`config.mk`:
```
export PLATFORM = sky130hd
export DESIGN_NAME = ingress_meter_table_access
export DESIGN_NICKNAME = d
export VERILOG_FILES = /design/src/core/meter_table_pkg.sv /design/src/core/ingress_meter_table_access.sv
export SDC_FILE = /design/constraint.sdc
export NUM_CORES = 2
export LEC_CHECK = 0
export CORE_MARGIN = 1
export CORE_UTILIZATION = 55
export DETAILED_ROUTE_END_ITERATION = 7
export DONT_BUFFER_PORTS = 1
export PLACE_DENSITY = 0.7
export SETUP_SLACK_MARGIN = 0.2
export SYNTH_ARGS = -nofsm -noshare
export SYNTH_HDL_FRONTEND = slang
export SYNTH_SLANG_ARGS = --single-unit
```
`constraint.sdc`:
```
create_clock -name i_mclk -period 35.8 [get_ports i_mclk]
set_input_delay 10.74 -clock i_mclk [delete_from_list [all_inputs] [get_ports i_mclk]]
set_output_delay 10.74 -clock i_mclk [all_outputs]
set_load 0.005 [all_outputs]
```
`src/core/meter_table_pkg.sv`:
```
// Purpose: Constants and types for the ingress meter table access block
// Assumes: 32-bit register port, byte address is four times the index
// Notes: Offsets below are register indexes, not byte addresses
// Operation
// - 24 rate entries plus two bursts
// - Entries 16 bits, indirect access only
// - Excess burst resets 0600h, excess drop
// - Committed burst resets 0600h, random drop
// - Buckets start full; lower cap after depletion
// - Byte time is entry plus one times 20ns
// - Pending bit set while command runs
// - Write data register, bits 15:0, RW
// - Read data register shows last fetch
// - Count host port filtered, not rate drops
// - 32-bit count resets, clears on read
// - Count saturates at FFFF_FFFFh
// - Command write launches; bit 7 reads
// - Type 6:5 selects entry kind
// - Port and priority groups of eight
package meter_table_pkg;

	// ======================================================
	// Register indexes (byte address is index times four)
	localparam logic [13:0] IDX_RATE_CFG = 14'h184a;
	localparam logic [13:0] IDX_RATE_CMD = 14'h184b;
	localparam logic [13:0] IDX_CMD_STATUS = 14'h184c;
	localparam logic [13:0] IDX_WR_DATA = 14'h184d;
	localparam logic [13:0] IDX_RD_DATA = 14'h184e;
	localparam logic [13:0] IDX_FILT_COUNT = 14'h1850;
	localparam logic [13:0] IDX_IRQ_STATUS = 14'h1860;
	localparam logic [13:0] IDX_IRQ_MASK = 14'h1861;

	// ======================================================
	// Field positions
	localparam int CMD_DIR_BIT = 7;
	localparam int CMD_TYPE_LSB = 5;
	localparam int CMD_INDEX_LSB = 0;
	localparam int CFG_ENABLE_BIT = 0;
	localparam int CFG_MODE_LSB = 1;
	localparam int STS_PENDING_BIT = 0;
	localparam int IRQ_DONE_BIT = 0;
	localparam int IRQ_SAT_BIT = 1;

	// ======================================================
	// Reset values and limits
	localparam logic [15:0] BURST_RESET = 16'h0600;
	localparam logic [15:0] RATE_RESET = 16'h0014;
	localparam logic [15:0] DATA_RESET = 16'h0000;
	localparam logic [31:0] COUNT_RESET = 32'h00000000;
	localparam logic [31:0] COUNT_MAX = 32'hffffffff;
	localparam int RATE_ENTRIES = 24;
	localparam int PRIO_PER_PORT = 8;

	// ======================================================
	// Timing: byte time unit, and its length in cycles
	localparam int BYTE_TIME_UNIT_NS = 20;
	localparam int CLK_PERIOD_NS = 4;
	localparam int BYTE_TIME_UNIT_CYC = BYTE_TIME_UNIT_NS / CLK_PERIOD_NS;

	// ======================================================
	// Types
	typedef enum logic [1:0] {
		TYPE_RESERVED = 2'h0,
		TYPE_RATE = 2'h1,
		TYPE_CBS = 2'h2,
		TYPE_EBS = 2'h3
	} entry_type_t;

	typedef enum logic [1:0] {
		MODE_PORT_PRIO = 2'h0,
		MODE_PORT_ONLY = 2'h1,
		MODE_PRIO_ONLY = 2'h2,
		MODE_RESERVED = 2'h3
	} rate_mode_t;

	typedef enum logic [1:0] {
		ST_IDLE = 2'h0,
		ST_EXEC = 2'h1,
		ST_DONE = 2'h3
	} cmd_state_t;

	typedef struct packed {
		logic access_direction;
		entry_type_t entry_type;
		logic [4:0] entry_index;
	} rate_table_command_t;

	typedef struct packed {
		logic [1:0] port;
		logic [2:0] prio;
	} lookup_key_t;

endpackage

```
`src/core/ingress_meter_table_access.sv`:
```
// Purpose: Indirect ingress meter table, command engine, filtered count
// Assumes: One clock; event inputs come from logic on the same clock
// Notes: Read data appear only in the cycle after the read strobe
`timescale 1ns/10ps
`default_nettype none
module ingress_meter_table_access
	import meter_table_pkg::*;
#(
	parameter int ENTRIES = RATE_ENTRIES
)
(
	input wire logic i_mclk, // 250 MHz clock
	input wire logic i_reset, // Async reset, high
	input wire logic [15:0] i_addr, // Byte address
	input wire logic [31:0] i_wdata, // Write data
	input wire logic i_wr, // Write strobe
	input wire logic i_rd, // Read strobe
	output logic [31:0] o_rdata, // Read data, cycle after strobe
	output logic o_irq, // Level interrupt
	input wire logic i_filtered, // Host port packet filtered pulse
	input wire logic i_rate_drop, // Filter was a rate limit drop
	input wire lookup_key_t i_lookup, // Port and priority of packet
	input wire logic i_lookup_valid, // Lookup request pulse
	output logic [15:0] o_rate_entry, // Selected rate entry
	output logic [20:0] o_byte_time_ns, // Allowed ns per byte
	output logic [15:0] o_cbs, // Committed burst size
	output logic [15:0] o_ebs, // Excess burst size
	input wire logic [15:0] i_cbucket, // Committed bucket level
	input wire logic [15:0] i_ebucket, // Excess bucket level
	output logic [15:0] o_ccap, // Committed refill cap
	output logic [15:0] o_ecap, // Excess refill cap
	input wire logic i_color_req, // Coloring request pulse
	input wire logic i_over_cir, // Packet exceeds committed rate
	input wire logic i_over_eir, // Packet exceeds excess rate
	input wire logic [15:0] i_pkt_len, // Packet length in bytes
	output logic o_drop, // Certain drop
	output logic o_random_drop, // Random early discard candidate
	output logic o_meter_enable // Metering enabled
);

	// ======================================================
	// Elaboration checks
	if (ENTRIES < 1 || ENTRIES > 32)
	begin : g_bad_entries
		$error("ENTRIES must lie in 1..32");
	end

	// ======================================================
	// Storage
	logic [15:0] rate_table_reg [ENTRIES];
	logic [15:0] cbs_reg;
	logic [15:0] ebs_reg;
	logic [2:0] rate_meter_config_reg;
	rate_table_command_t cmd_reg;
	logic [15:0] rate_table_write_data_reg;
	logic [15:0] rate_table_read_data_reg;
	logic [31:0] host_port_filtered_count_reg;
	logic [1:0] irq_status_reg;
	logic [1:0] irq_mask_reg;
	cmd_state_t state_reg;
	logic pending_reg;

	// ======================================================
	// Decode
	logic [13:0] idx;
	logic aligned;
	logic wr_cmd;
	logic rd_count;
	logic count_event;
	logic count_sat_hit;
	logic done_event;
	logic entry_ok;
	assign idx = i_addr[15:2];
	assign aligned = (i_addr[1:0] == 2'h0);
	assign wr_cmd = i_wr && aligned && (idx == IDX_RATE_CMD);
	assign rd_count = i_rd && aligned && (idx == IDX_FILT_COUNT);
	// Rate limit drops are counted elsewhere
	assign count_event = i_filtered && !i_rate_drop;
	assign entry_ok = (32'(cmd_reg.entry_index) < ENTRIES);
	assign done_event = (state_reg == ST_EXEC);

	// ======================================================
	// Software visible control registers
	always_ff @(posedge i_mclk or posedge i_reset)
	begin
		if (i_reset)
		begin
			rate_meter_config_reg <= 3'h0;
			cmd_reg <= '0;
			rate_table_write_data_reg <= DATA_RESET;
			irq_mask_reg <= 2'h0;
		end
		else if (i_wr && aligned)
		begin
			case (idx)
				IDX_RATE_CFG: rate_meter_config_reg <= i_wdata[2:0];
				IDX_RATE_CMD: cmd_reg <= i_wdata[7:0];
				IDX_WR_DATA: rate_table_write_data_reg <= i_wdata[15:0];
				IDX_IRQ_MASK: irq_mask_reg <= i_wdata[1:0];
				default: ;
			endcase
		end
	end

	// ======================================================
	// Command engine
	// A command written while one runs is taken at face value:
	// the register updates, and the engine restarts with it.
	always_ff @(posedge i_mclk or posedge i_reset)
	begin
		if (i_reset)
		begin
			state_reg <= ST_IDLE;
			pending_reg <= 1'b0;
		end
		else if (wr_cmd)
		begin
			state_reg <= ST_EXEC;
			pending_reg <= 1'b1;
		end
		else
		begin
			case (state_reg)
				ST_IDLE: pending_reg <= 1'b0;
				ST_EXEC:
				begin
					state_reg <= ST_DONE;
					pending_reg <= 1'b1;
				end
				ST_DONE:
				begin
					state_reg <= ST_IDLE;
					pending_reg <= 1'b0;
				end
				default:
				begin
					state_reg <= ST_IDLE;
					pending_reg <= 1'b0;
				end
			endcase
		end
	end

	// ======================================================
	// Table access, only through the command engine
	always_ff @(posedge i_mclk or posedge i_reset)
	begin
		if (i_reset)
		begin
			for (int i = 0; i < ENTRIES; i++)
			begin
				rate_table_reg[i] <= RATE_RESET;
			end
			cbs_reg <= BURST_RESET;
			ebs_reg <= BURST_RESET;
		end
		else if (done_event && !cmd_reg.access_direction)
		begin
			case (cmd_reg.entry_type)
				TYPE_RATE:
				begin
					if (entry_ok)
					begin
						rate_table_reg[cmd_reg.entry_index] <=
							rate_table_write_data_reg;
					end
				end
				TYPE_CBS: cbs_reg <= rate_table_write_data_reg;
				TYPE_EBS: ebs_reg <= rate_table_write_data_reg;
				default: ;
			endcase
		end
	end

	always_ff @(posedge i_mclk or posedge i_reset)
	begin
		if (i_reset)
		begin
			rate_table_read_data_reg <= DATA_RESET;
		end
		else if (done_event && cmd_reg.access_direction)
		begin
			case (cmd_reg.entry_type)
				TYPE_RATE: rate_table_read_data_reg <= entry_ok ?
					rate_table_reg[cmd_reg.entry_index] : DATA_RESET;
				TYPE_CBS: rate_table_read_data_reg <= cbs_reg;
				TYPE_EBS: rate_table_read_data_reg <= ebs_reg;
				default: rate_table_read_data_reg <= DATA_RESET;
			endcase
		end
	end

	// ======================================================
	// Host port filtered count
	// A packet in the clearing read's cycle is kept as a count of one
	// A clearing read in the same cycle keeps the count far from the top
	assign count_sat_hit = count_event && !rd_count &&
		(host_port_filtered_count_reg == COUNT_MAX - 32'h1);
	always_ff @(posedge i_mclk or posedge i_reset)
	begin
		if (i_reset)
		begin
			host_port_filtered_count_reg <= COUNT_RESET;
		end
		else if (rd_count)
		begin
			host_port_filtered_count_reg <= count_event ?
				32'h1 : COUNT_RESET;
		end
		else if (count_event &&
			host_port_filtered_count_reg != COUNT_MAX)
		begin
			host_port_filtered_count_reg <=
				host_port_filtered_count_reg + 32'h1;
		end
	end

	// ======================================================
	// Interrupt status, write one to clear, set wins
	logic [1:0] irq_set;
	logic [1:0] irq_clr;
	assign irq_set = {count_sat_hit, done_event};
	assign irq_clr = (i_wr && aligned && idx == IDX_IRQ_STATUS) ?
		i_wdata[1:0] : 2'h0;
	always_ff @(posedge i_mclk or posedge i_reset)
	begin
		if (i_reset)
		begin
			irq_status_reg <= 2'h0;
			o_irq <= 1'b0;
		end
		else
		begin
			irq_status_reg <= (irq_status_reg & ~irq_clr) | irq_set;
			o_irq <= |(((irq_status_reg & ~irq_clr) | irq_set) &
				irq_mask_reg);
		end
	end

	// ======================================================
	// Register read port
	always_ff @(posedge i_mclk or posedge i_reset)
	begin
		if (i_reset)
		begin
			o_rdata <= 32'h0;
		end
		else if (i_rd && aligned)
		begin
			case (idx)
				IDX_RATE_CFG: o_rdata <= {29'h0, rate_meter_config_reg};
				IDX_RATE_CMD: o_rdata <= {24'h0, cmd_reg};
				IDX_CMD_STATUS: o_rdata <= {31'h0, pending_reg};
				IDX_WR_DATA: o_rdata <= {16'h0, rate_table_write_data_reg};
				IDX_RD_DATA: o_rdata <= {16'h0, rate_table_read_data_reg};
				IDX_FILT_COUNT: o_rdata <= host_port_filtered_count_reg;
				IDX_IRQ_STATUS: o_rdata <= {30'h0, irq_status_reg};
				IDX_IRQ_MASK: o_rdata <= {30'h0, irq_mask_reg};
				default: o_rdata <= 32'h0;
			endcase
		end
		else
		begin
			o_rdata <= 32'h0;
		end
	end

	// ======================================================
	// Rate entry lookup for the meter
	logic [4:0] lookup_index;
	rate_mode_t mode;
	assign mode = rate_mode_t'(rate_meter_config_reg[2:1]);
	always_comb
	begin
		case (mode)
			MODE_PORT_PRIO: lookup_index = {i_lookup.port, i_lookup.prio};
			MODE_PORT_ONLY: lookup_index = {3'h0, i_lookup.port};
			MODE_PRIO_ONLY: lookup_index = {2'h0, i_lookup.prio};
			default: lookup_index = 5'h0;
		endcase
	end

	always_ff @(posedge i_mclk or posedge i_reset)
	begin
		if (i_reset)
		begin
			o_rate_entry <= RATE_RESET;
			o_byte_time_ns <= 21'h0;
		end
		else if (i_lookup_valid)
		begin
			// Out of range indexes read the reset rate
			if (32'(lookup_index) < ENTRIES)
			begin
				o_rate_entry <= rate_table_reg[lookup_index];
				o_byte_time_ns <= 21'((21'(rate_table_reg[lookup_index])
					+ 21'h1) * 21'(BYTE_TIME_UNIT_NS));
			end
			else
			begin
				o_rate_entry <= RATE_RESET;
				o_byte_time_ns <= 21'((21'(RATE_RESET) + 21'h1)
					* 21'(BYTE_TIME_UNIT_NS));
			end
		end
	end

	// ======================================================
	// Burst limits, bucket caps and coloring
	// A bucket above a lowered burst keeps its level as cap, so it
	// only shrinks to the new limit by normal depletion.
	always_ff @(posedge i_mclk or posedge i_reset)
	begin
		if (i_reset)
		begin
			o_cbs <= BURST_RESET;
			o_ebs <= BURST_RESET;
			o_ccap <= BURST_RESET;
			o_ecap <= BURST_RESET;
			o_meter_enable <= 1'b0;
		end
		else
		begin
			o_cbs <= cbs_reg;
			o_ebs <= ebs_reg;
			o_ccap <= (i_cbucket > cbs_reg) ? i_cbucket : cbs_reg;
			o_ecap <= (i_ebucket > ebs_reg) ? i_ebucket : ebs_reg;
			o_meter_enable <= rate_meter_config_reg[CFG_ENABLE_BIT];
		end
	end

	always_ff @(posedge i_mclk or posedge i_reset)
	begin
		if (i_reset)
		begin
			o_drop <= 1'b0;
			o_random_drop <= 1'b0;
		end
		else if (i_color_req && rate_meter_config_reg[CFG_ENABLE_BIT])
		begin
			o_drop <= i_over_eir && (i_pkt_len > i_ebucket);
			o_random_drop <= !(i_over_eir && (i_pkt_len > i_ebucket))
				&& i_over_cir && (i_pkt_len > i_cbucket);
		end
		else
		begin
			o_drop <= 1'b0;
			o_random_drop <= 1'b0;
		end
	end

endmodule // ingress_meter_table_access
`default_nettype wire

```
### Yosys cells after proc, flatten, opt, wreduce, memory -nomap -nowiden

Cells that the tools add are included.

| cells by class | value |
|---|---|
| multiplexer cells | 28 |
| reduce and logical (&&, ||, !) cells | 32 |
| equality and inequality tests | 17 |
| $add $sub $neg | 2 |
| $mul | 1 |
| order comparisons | 9 |
| bitwise gates (word level) | 6 |

Operators with widths:

| cell | number |
|---|---|
| $bwmux 384 | 1 |
| $pmux 32 s8 | 1 |
| $bmux 16 s5 | 2 |
| $mux 16 | 9 |
| $eq 14x13->1 const B | 8 |
| $mux 32 | 3 |
| $demux 16 s5 | 1 |
| $gt 16x16->1 | 4 |
| $pmux 16 s3 | 1 |
| $add 32x1->32 const B | 1 |
| $eq 32x32->1 const B | 1 |
| $ne 32x32->1 const B | 1 |
| $mux 21 | 1 |
| $mul 17x3->19 const B | 1 |
| $add 16x1->17 const B | 1 |
| $logic_and 1x1->1 | 16 |
| $pmux 5 s3 | 1 |
| $ge 6x6->1 const B | 2 |
| $not 5->6 | 2 |
| $reduce_and 2->1 | 6 |
| $lt 5x5->1 const B | 2 |
| $eq 2x1->1 const B | 3 |
| $eq 2x2->1 const B | 3 |
| $logic_not 2->1 | 3 |
| other kinds (12) | 21 |

| word-level totals | value |
|---|---|
| register bits | 635 |
| bits of input ports | 111 |
| word-level logic and storage cells | 143 |

### Logic depth before layout (Yosys ltp)

| depth | value |
|---|---|
| depth in word-level cells | 9 |
| mapped depth | 26 |
| mapped depth without buffers | 22 |

### Worst setup path after synthesis

No wires, ideal clock.

| timing path | value |
|---|---|
| kind | input port to flip-flop |
| start | input port i_lookup[3] (netlist bit) |
| end | register o_byte_time_ns[19] |
| data required time | 35,659 ps |
| cell stages on the path | 24 |
| path buffers | 4 |
| data arrival time | 15,300 ps |
| path slack | 20,359 ps |
| cell sequence | buf_4 and3b_2 nor2_4 buf_6 buf_6 buf_6 mux4_2 a211oi_1 nand4_1 ha_1 inv_1 nor2_1 nor2_1 ha_1 fa_1 a21o_1 a21oi_1 o21bai_1 a2111oi_0 nor3_1 nor4bb_1 o41ai_1 xnor2_1 o22ai_1 |

| on the way | value |
|---|---|
| word-level cells in the longest chain between the ends | 8 |
| elaborated cells on any way between the ends | 9 |
| classes of those cells | add/sub (1); mul (1); order compare (1); mux (5); bitwise (1) |

RTL lines:

| item | RTL line | text |
|---|---|---|
| start: declaration | ingress_meter_table_access.sv:22 | `input wire lookup_key_t i_lookup,` |
| $pmux 5 s3 (*) | ingress_meter_table_access.sv:275 | `case (mode)` |
| $not 5->6 (not written as such) | ingress_meter_table_access.sv:296 | `o_byte_time_ns <= 21'((21'(rate_table_reg[lookup_index])` |
| $bmux 16 s5 | ingress_meter_table_access.sv:296 |  |
| $mux 16 (not written as such) (2 in a row) | ingress_meter_table_access.sv:296 |  |
| $add 16x1->17 | ingress_meter_table_access.sv:297 | `+ 21'h1) * 21'(BYTE_TIME_UNIT_NS));` |
| $mul 17x3->19 | ingress_meter_table_access.sv:297 |  |
| $mux 21 (*) | ingress_meter_table_access.sv:293 | `if (32'(lookup_index) < ENTRIES)` |
| end signal: assignment | ingress_meter_table_access.sv:296 |  |
| end signal: assignment | ingress_meter_table_access.sv:302 | `o_byte_time_ns <= 21'((21'(RATE_RESET) + 21'h1)` |
| end: declaration | ingress_meter_table_access.sv:25 | `output logic [20:0] o_byte_time_ns,` |

Every way passes the cells marked *; elsewhere a longest branch is shown, timed or not. The select of a mux whose other input is x is not followed.
A chain may end at the register's enable or synchronous reset.

### Worst setup path in the final report

| timing path | value |
|---|---|
| start | input port i_lookup[1] (netlist bit) |
| end | register o_byte_time_ns[19] |

The elaborated chain is that of the path after synthesis.

==> results.py <==
metrics = {
    "outcome": {
        "status": "finished, final reports clean",
    },
    "logic_synthesis": {
        "yosys.area.top_type": "dfrtp_1",
        "ys_warn_count": 0,
        "ys_ff_latch": 633,
        "synth.area.top_cells": "dfrtp_1 (42%), mux2_2 (15%), mux4_2 (9.2%), dfstp_2 (4.8%), ha_1 (3.6%)",
        "synth_top_area_share": 0.424,
        "syn_avg_cell_area_um2": 12.3,
        "async_flop_share": 1.00,
        "yosys-top-cells-count": "dfrtp_1 (571), mux2_2 (436), nand2_1 (204)",
        "synth_flop_cell": "dfrtp_1",
        "yosysUniqueCellTypes": 94,
        "synthCells": 2745,
        "yosysMostFrequentCell": "dfrtp_1",
        "syn_area_um2": 33700,
        "yosysSeqAreaShare": 0.472,
        "synth-edff-count": 0,
    },
    "clocking": {
        "cts_buffers": 70,
        "insertion_delay_ns": 0.62,
        "clk_pin_slew_ns": 0.06,
        "cts.path.max_buffers": 3,
        "cts_max_level": 3,
        "cts-hold-fix-buffers": 0,
        "clockRootBuffer": "clkbuf_16",
        "clock-sinks": 633,
        "cts_tree": "done",
        "postCtsSetupBuffers": 0,
        "cts_resized": 0,
    },
    "critical_path": {
        "start_kind": "primary input",
        "reg2reg_setup_slack_ns": 28.18,
        "arrival_ns": 17.30,
        "worstPathRequired_ns": 36.22,
        "path_class": "primary input to register",
        "r2r_end": "o_byte_time_ns[19]$_DFFE_PP0P_",
        "r2r_start": "rate_meter_config_reg[2]$_DFFE_PP0P_",
        "rr_worst_depth": 21,
        "crit_path_max_fanout": 47,
        "end_kind": "register",
    },
    "floorplanning": {
        "die_h_um": 250,
        "die_w_um": 250,
        "top_level_ports": 248,
        "num_rows": 90,
        "die-area_um2": 62300,
        "start_util": 0.557,
        "core_area_um2": 60500,
    },
    "power_and_ir_drop": {
        "powerDensity_nw_per_um2": 41.8,
        "power.leakage_nw": 16.5,
        "power.total_mw": 1.52,
        "irDropWorstVdd_uv": 28.8,
    },
    "global_route": {
        "grt_pass1_vias": 23700,
        "grt_overflow_total": 0,
        "grt_pass1_wl_um": 148000,
        "grt_max_degree": 192,
        "antenna_found_initial": 0,
        "grt_use_total": 0.313,
    },
    "placed_design": {
        "gp_congestion": 0.911,
        "placedCellCount": 3362,
        "io_buffers": 0,
        "dp_slack_ns": 18.36,
        "hpwl_um": 64200,
    },
    "layout": {
        "largest_reg_flops": 384,
        "instances_no_fill": 3485,
        "synthToLayoutAreaGrowth_pct": 7.94,
        "diodes": 0,
        "drive_above_1_share": 0.309,
        "fillCellCount": 4696,
        "finalNetCount": 2861,
    },
    "flow_run": {
        "drv_cap": 0,
    },
    "routing": {
        "ant_nets": 0,
        "routed_wl_um": 96800,
        "viasPerCell": 6.75,
        "drt_iter0_drc": 2865,
        "vias": 23500,
        "post_drt_wl_per_cell_um": 27.8,
        "drc": 0,
        "drt_first_pass_iters": 6,
    },
    "timing": {
        "slew_viol_final": 0,
        "fin_crit_sh": 0.471,
        "rsz0062_at_grt": "false",
        "min_period_ns": 16.87,
        "finalSetupTns_ns": 0,
        "setup_viol_count_final": 0,
        "fmax_mhz": 59.3,
        "finalHoldViolCount": 0,
        "timing.final.ws_setup_ns": 18.93,
        "slew_headroom": 0.110,
        "max_slew.worst_pin.slew_ns": 1.34,
        "clock_skew_ns": 0.0216,
    },
    "min_path": {
        "hold_class": "register to register",
        "min_path_cells": 0,
        "hold_path_startpoint": "cbs_reg[10]$_DFFE_PP1P_",
        "min_to": "o_cbs[10]$_DFF_PP1_",
    },
}
## kinds of logic after synthesis
group,after synthesis,share of synthesized area
other,1,0.000111
XOR/XNOR,47,0.0122
AND/OR/NAND/NOR,576,0.0888
multiplexers,666,0.265
flip-flops,633,0.472
buffers and inverters,292,0.0390
AO/OA/AOI/OAI,432,0.0855
adder cells (fa/ha/maj),98,0.0366
## layout make-up
class | instances | area (µm²) | share of cell area
Multi-Input combinational cell | 1821 | 16600 | 0.456
Sequential cell | 633 | 15900 | 0.438
Clock buffer | 102 | 2020 | 0.0557
Tap cell | 782 | 978 | 0.0269
Inverter | 86 | 330 | 0.00908
Timing Repair Buffer | 40 | 313 | 0.00860
Clock inverter | 21 | 211 | 0.00581
## metrics by stage
stage                      util  hold slack [ns]  area, µm²
after floorplan               -            0.354      33700
after global placement    0.565            0.355      34100
after detailed placement  0.565            0.356      34100
after CTS                 0.602            0.365      36400
after global routing      0.602            0.369      36400
final                     0.602            0.363      36400
## cell usage in the layout (no fill, tap or decap), types with 16 or more instances in the layout
| master | n |
|---|---|
| a211oi_1 | 16 |
| a21oi_1 | 83 |
| a22oi_1 | 59 |
| a31oi_1 | 35 |
| and2_1 | 26 |
| and3_1 | 22 |
| buf_4 | 39 |
| clkbuf_1 | 19 |
| clkbuf_16 | 72 |
| dfrtp_1 | 568 |
| dfstp_2 | 62 |
| ha_1 | 97 |
| inv_1 | 84 |
| mux2_2 | 436 |
| mux2i_1 | 92 |
| mux4_2 | 137 |
| nand2_1 | 204 |
| nand2b_1 | 18 |
| nand3_1 | 60 |
| nand4_1 | 21 |
| nor2_1 | 95 |
| nor2b_1 | 21 |
| nor3_1 | 19 |
| o21ai_0 | 101 |
| o22ai_1 | 17 |
| xnor2_1 | 18 |
| xor2_1 | 29 |
## critical path: stages
cell	delay, ns
nand2b_1	0.64
and2_2	0.53
buf_4	0.68
mux4_2	0.59
a211oi_1	0.23
nand4_1	0.33
ha_1	0.34
inv_1	0.15
nor2_1	0.09
nor2_1	0.17
ha_1	0.30
fa_1	0.47
a21o_1	0.19
a21oi_1	0.21
o21bai_1	0.11
a2111oi_0	0.58
nor3_1	0.17
nor4bb_1	0.33
o41ai_1	0.15
xnor2_1	0.15
o22ai_1	0.09
## metal layers
metal | routed length [µm] | share of wire | track usage
met5 | 0 | 0 | 0
met4 | 3760 | 0.039 | 0.125
met3 | 9370 | 0.097 | 0.0795
met2 | 46200 | 0.48 | 0.505
met1 | 37500 | 0.39 | 0.405
## how the worst max path moves through the flow
stage	startpoint	slack, ns	to	cells after the start
after floorplan	i_reset	7.43	cbs_reg[0]$_DFFE_PP0P_	1
after global placement	i_lookup[1]	18.38	o_byte_time_ns[19]$_DFFE_PP0P_	21
after detailed placement	i_lookup[1]	18.36	o_byte_time_ns[19]$_DFFE_PP0P_	21
after CTS	i_lookup[1]	18.99	o_byte_time_ns[19]$_DFFE_PP0P_	21
after global routing	i_lookup[1]	18.47	o_byte_time_ns[19]$_DFFE_PP0P_	21
final	i_lookup[1]	18.93	o_byte_time_ns[19]$_DFFE_PP0P_	21
## power breakdown
part / internal, mW / switching [mW] / leakage [nW]
logic: 0.0256 / 0.0494 / 6.84
clock network: 0.415 / 0.297 / 1.10
registers: 0.725 / 0.00880 / 8.53
(Power assumes the default switching activity.)
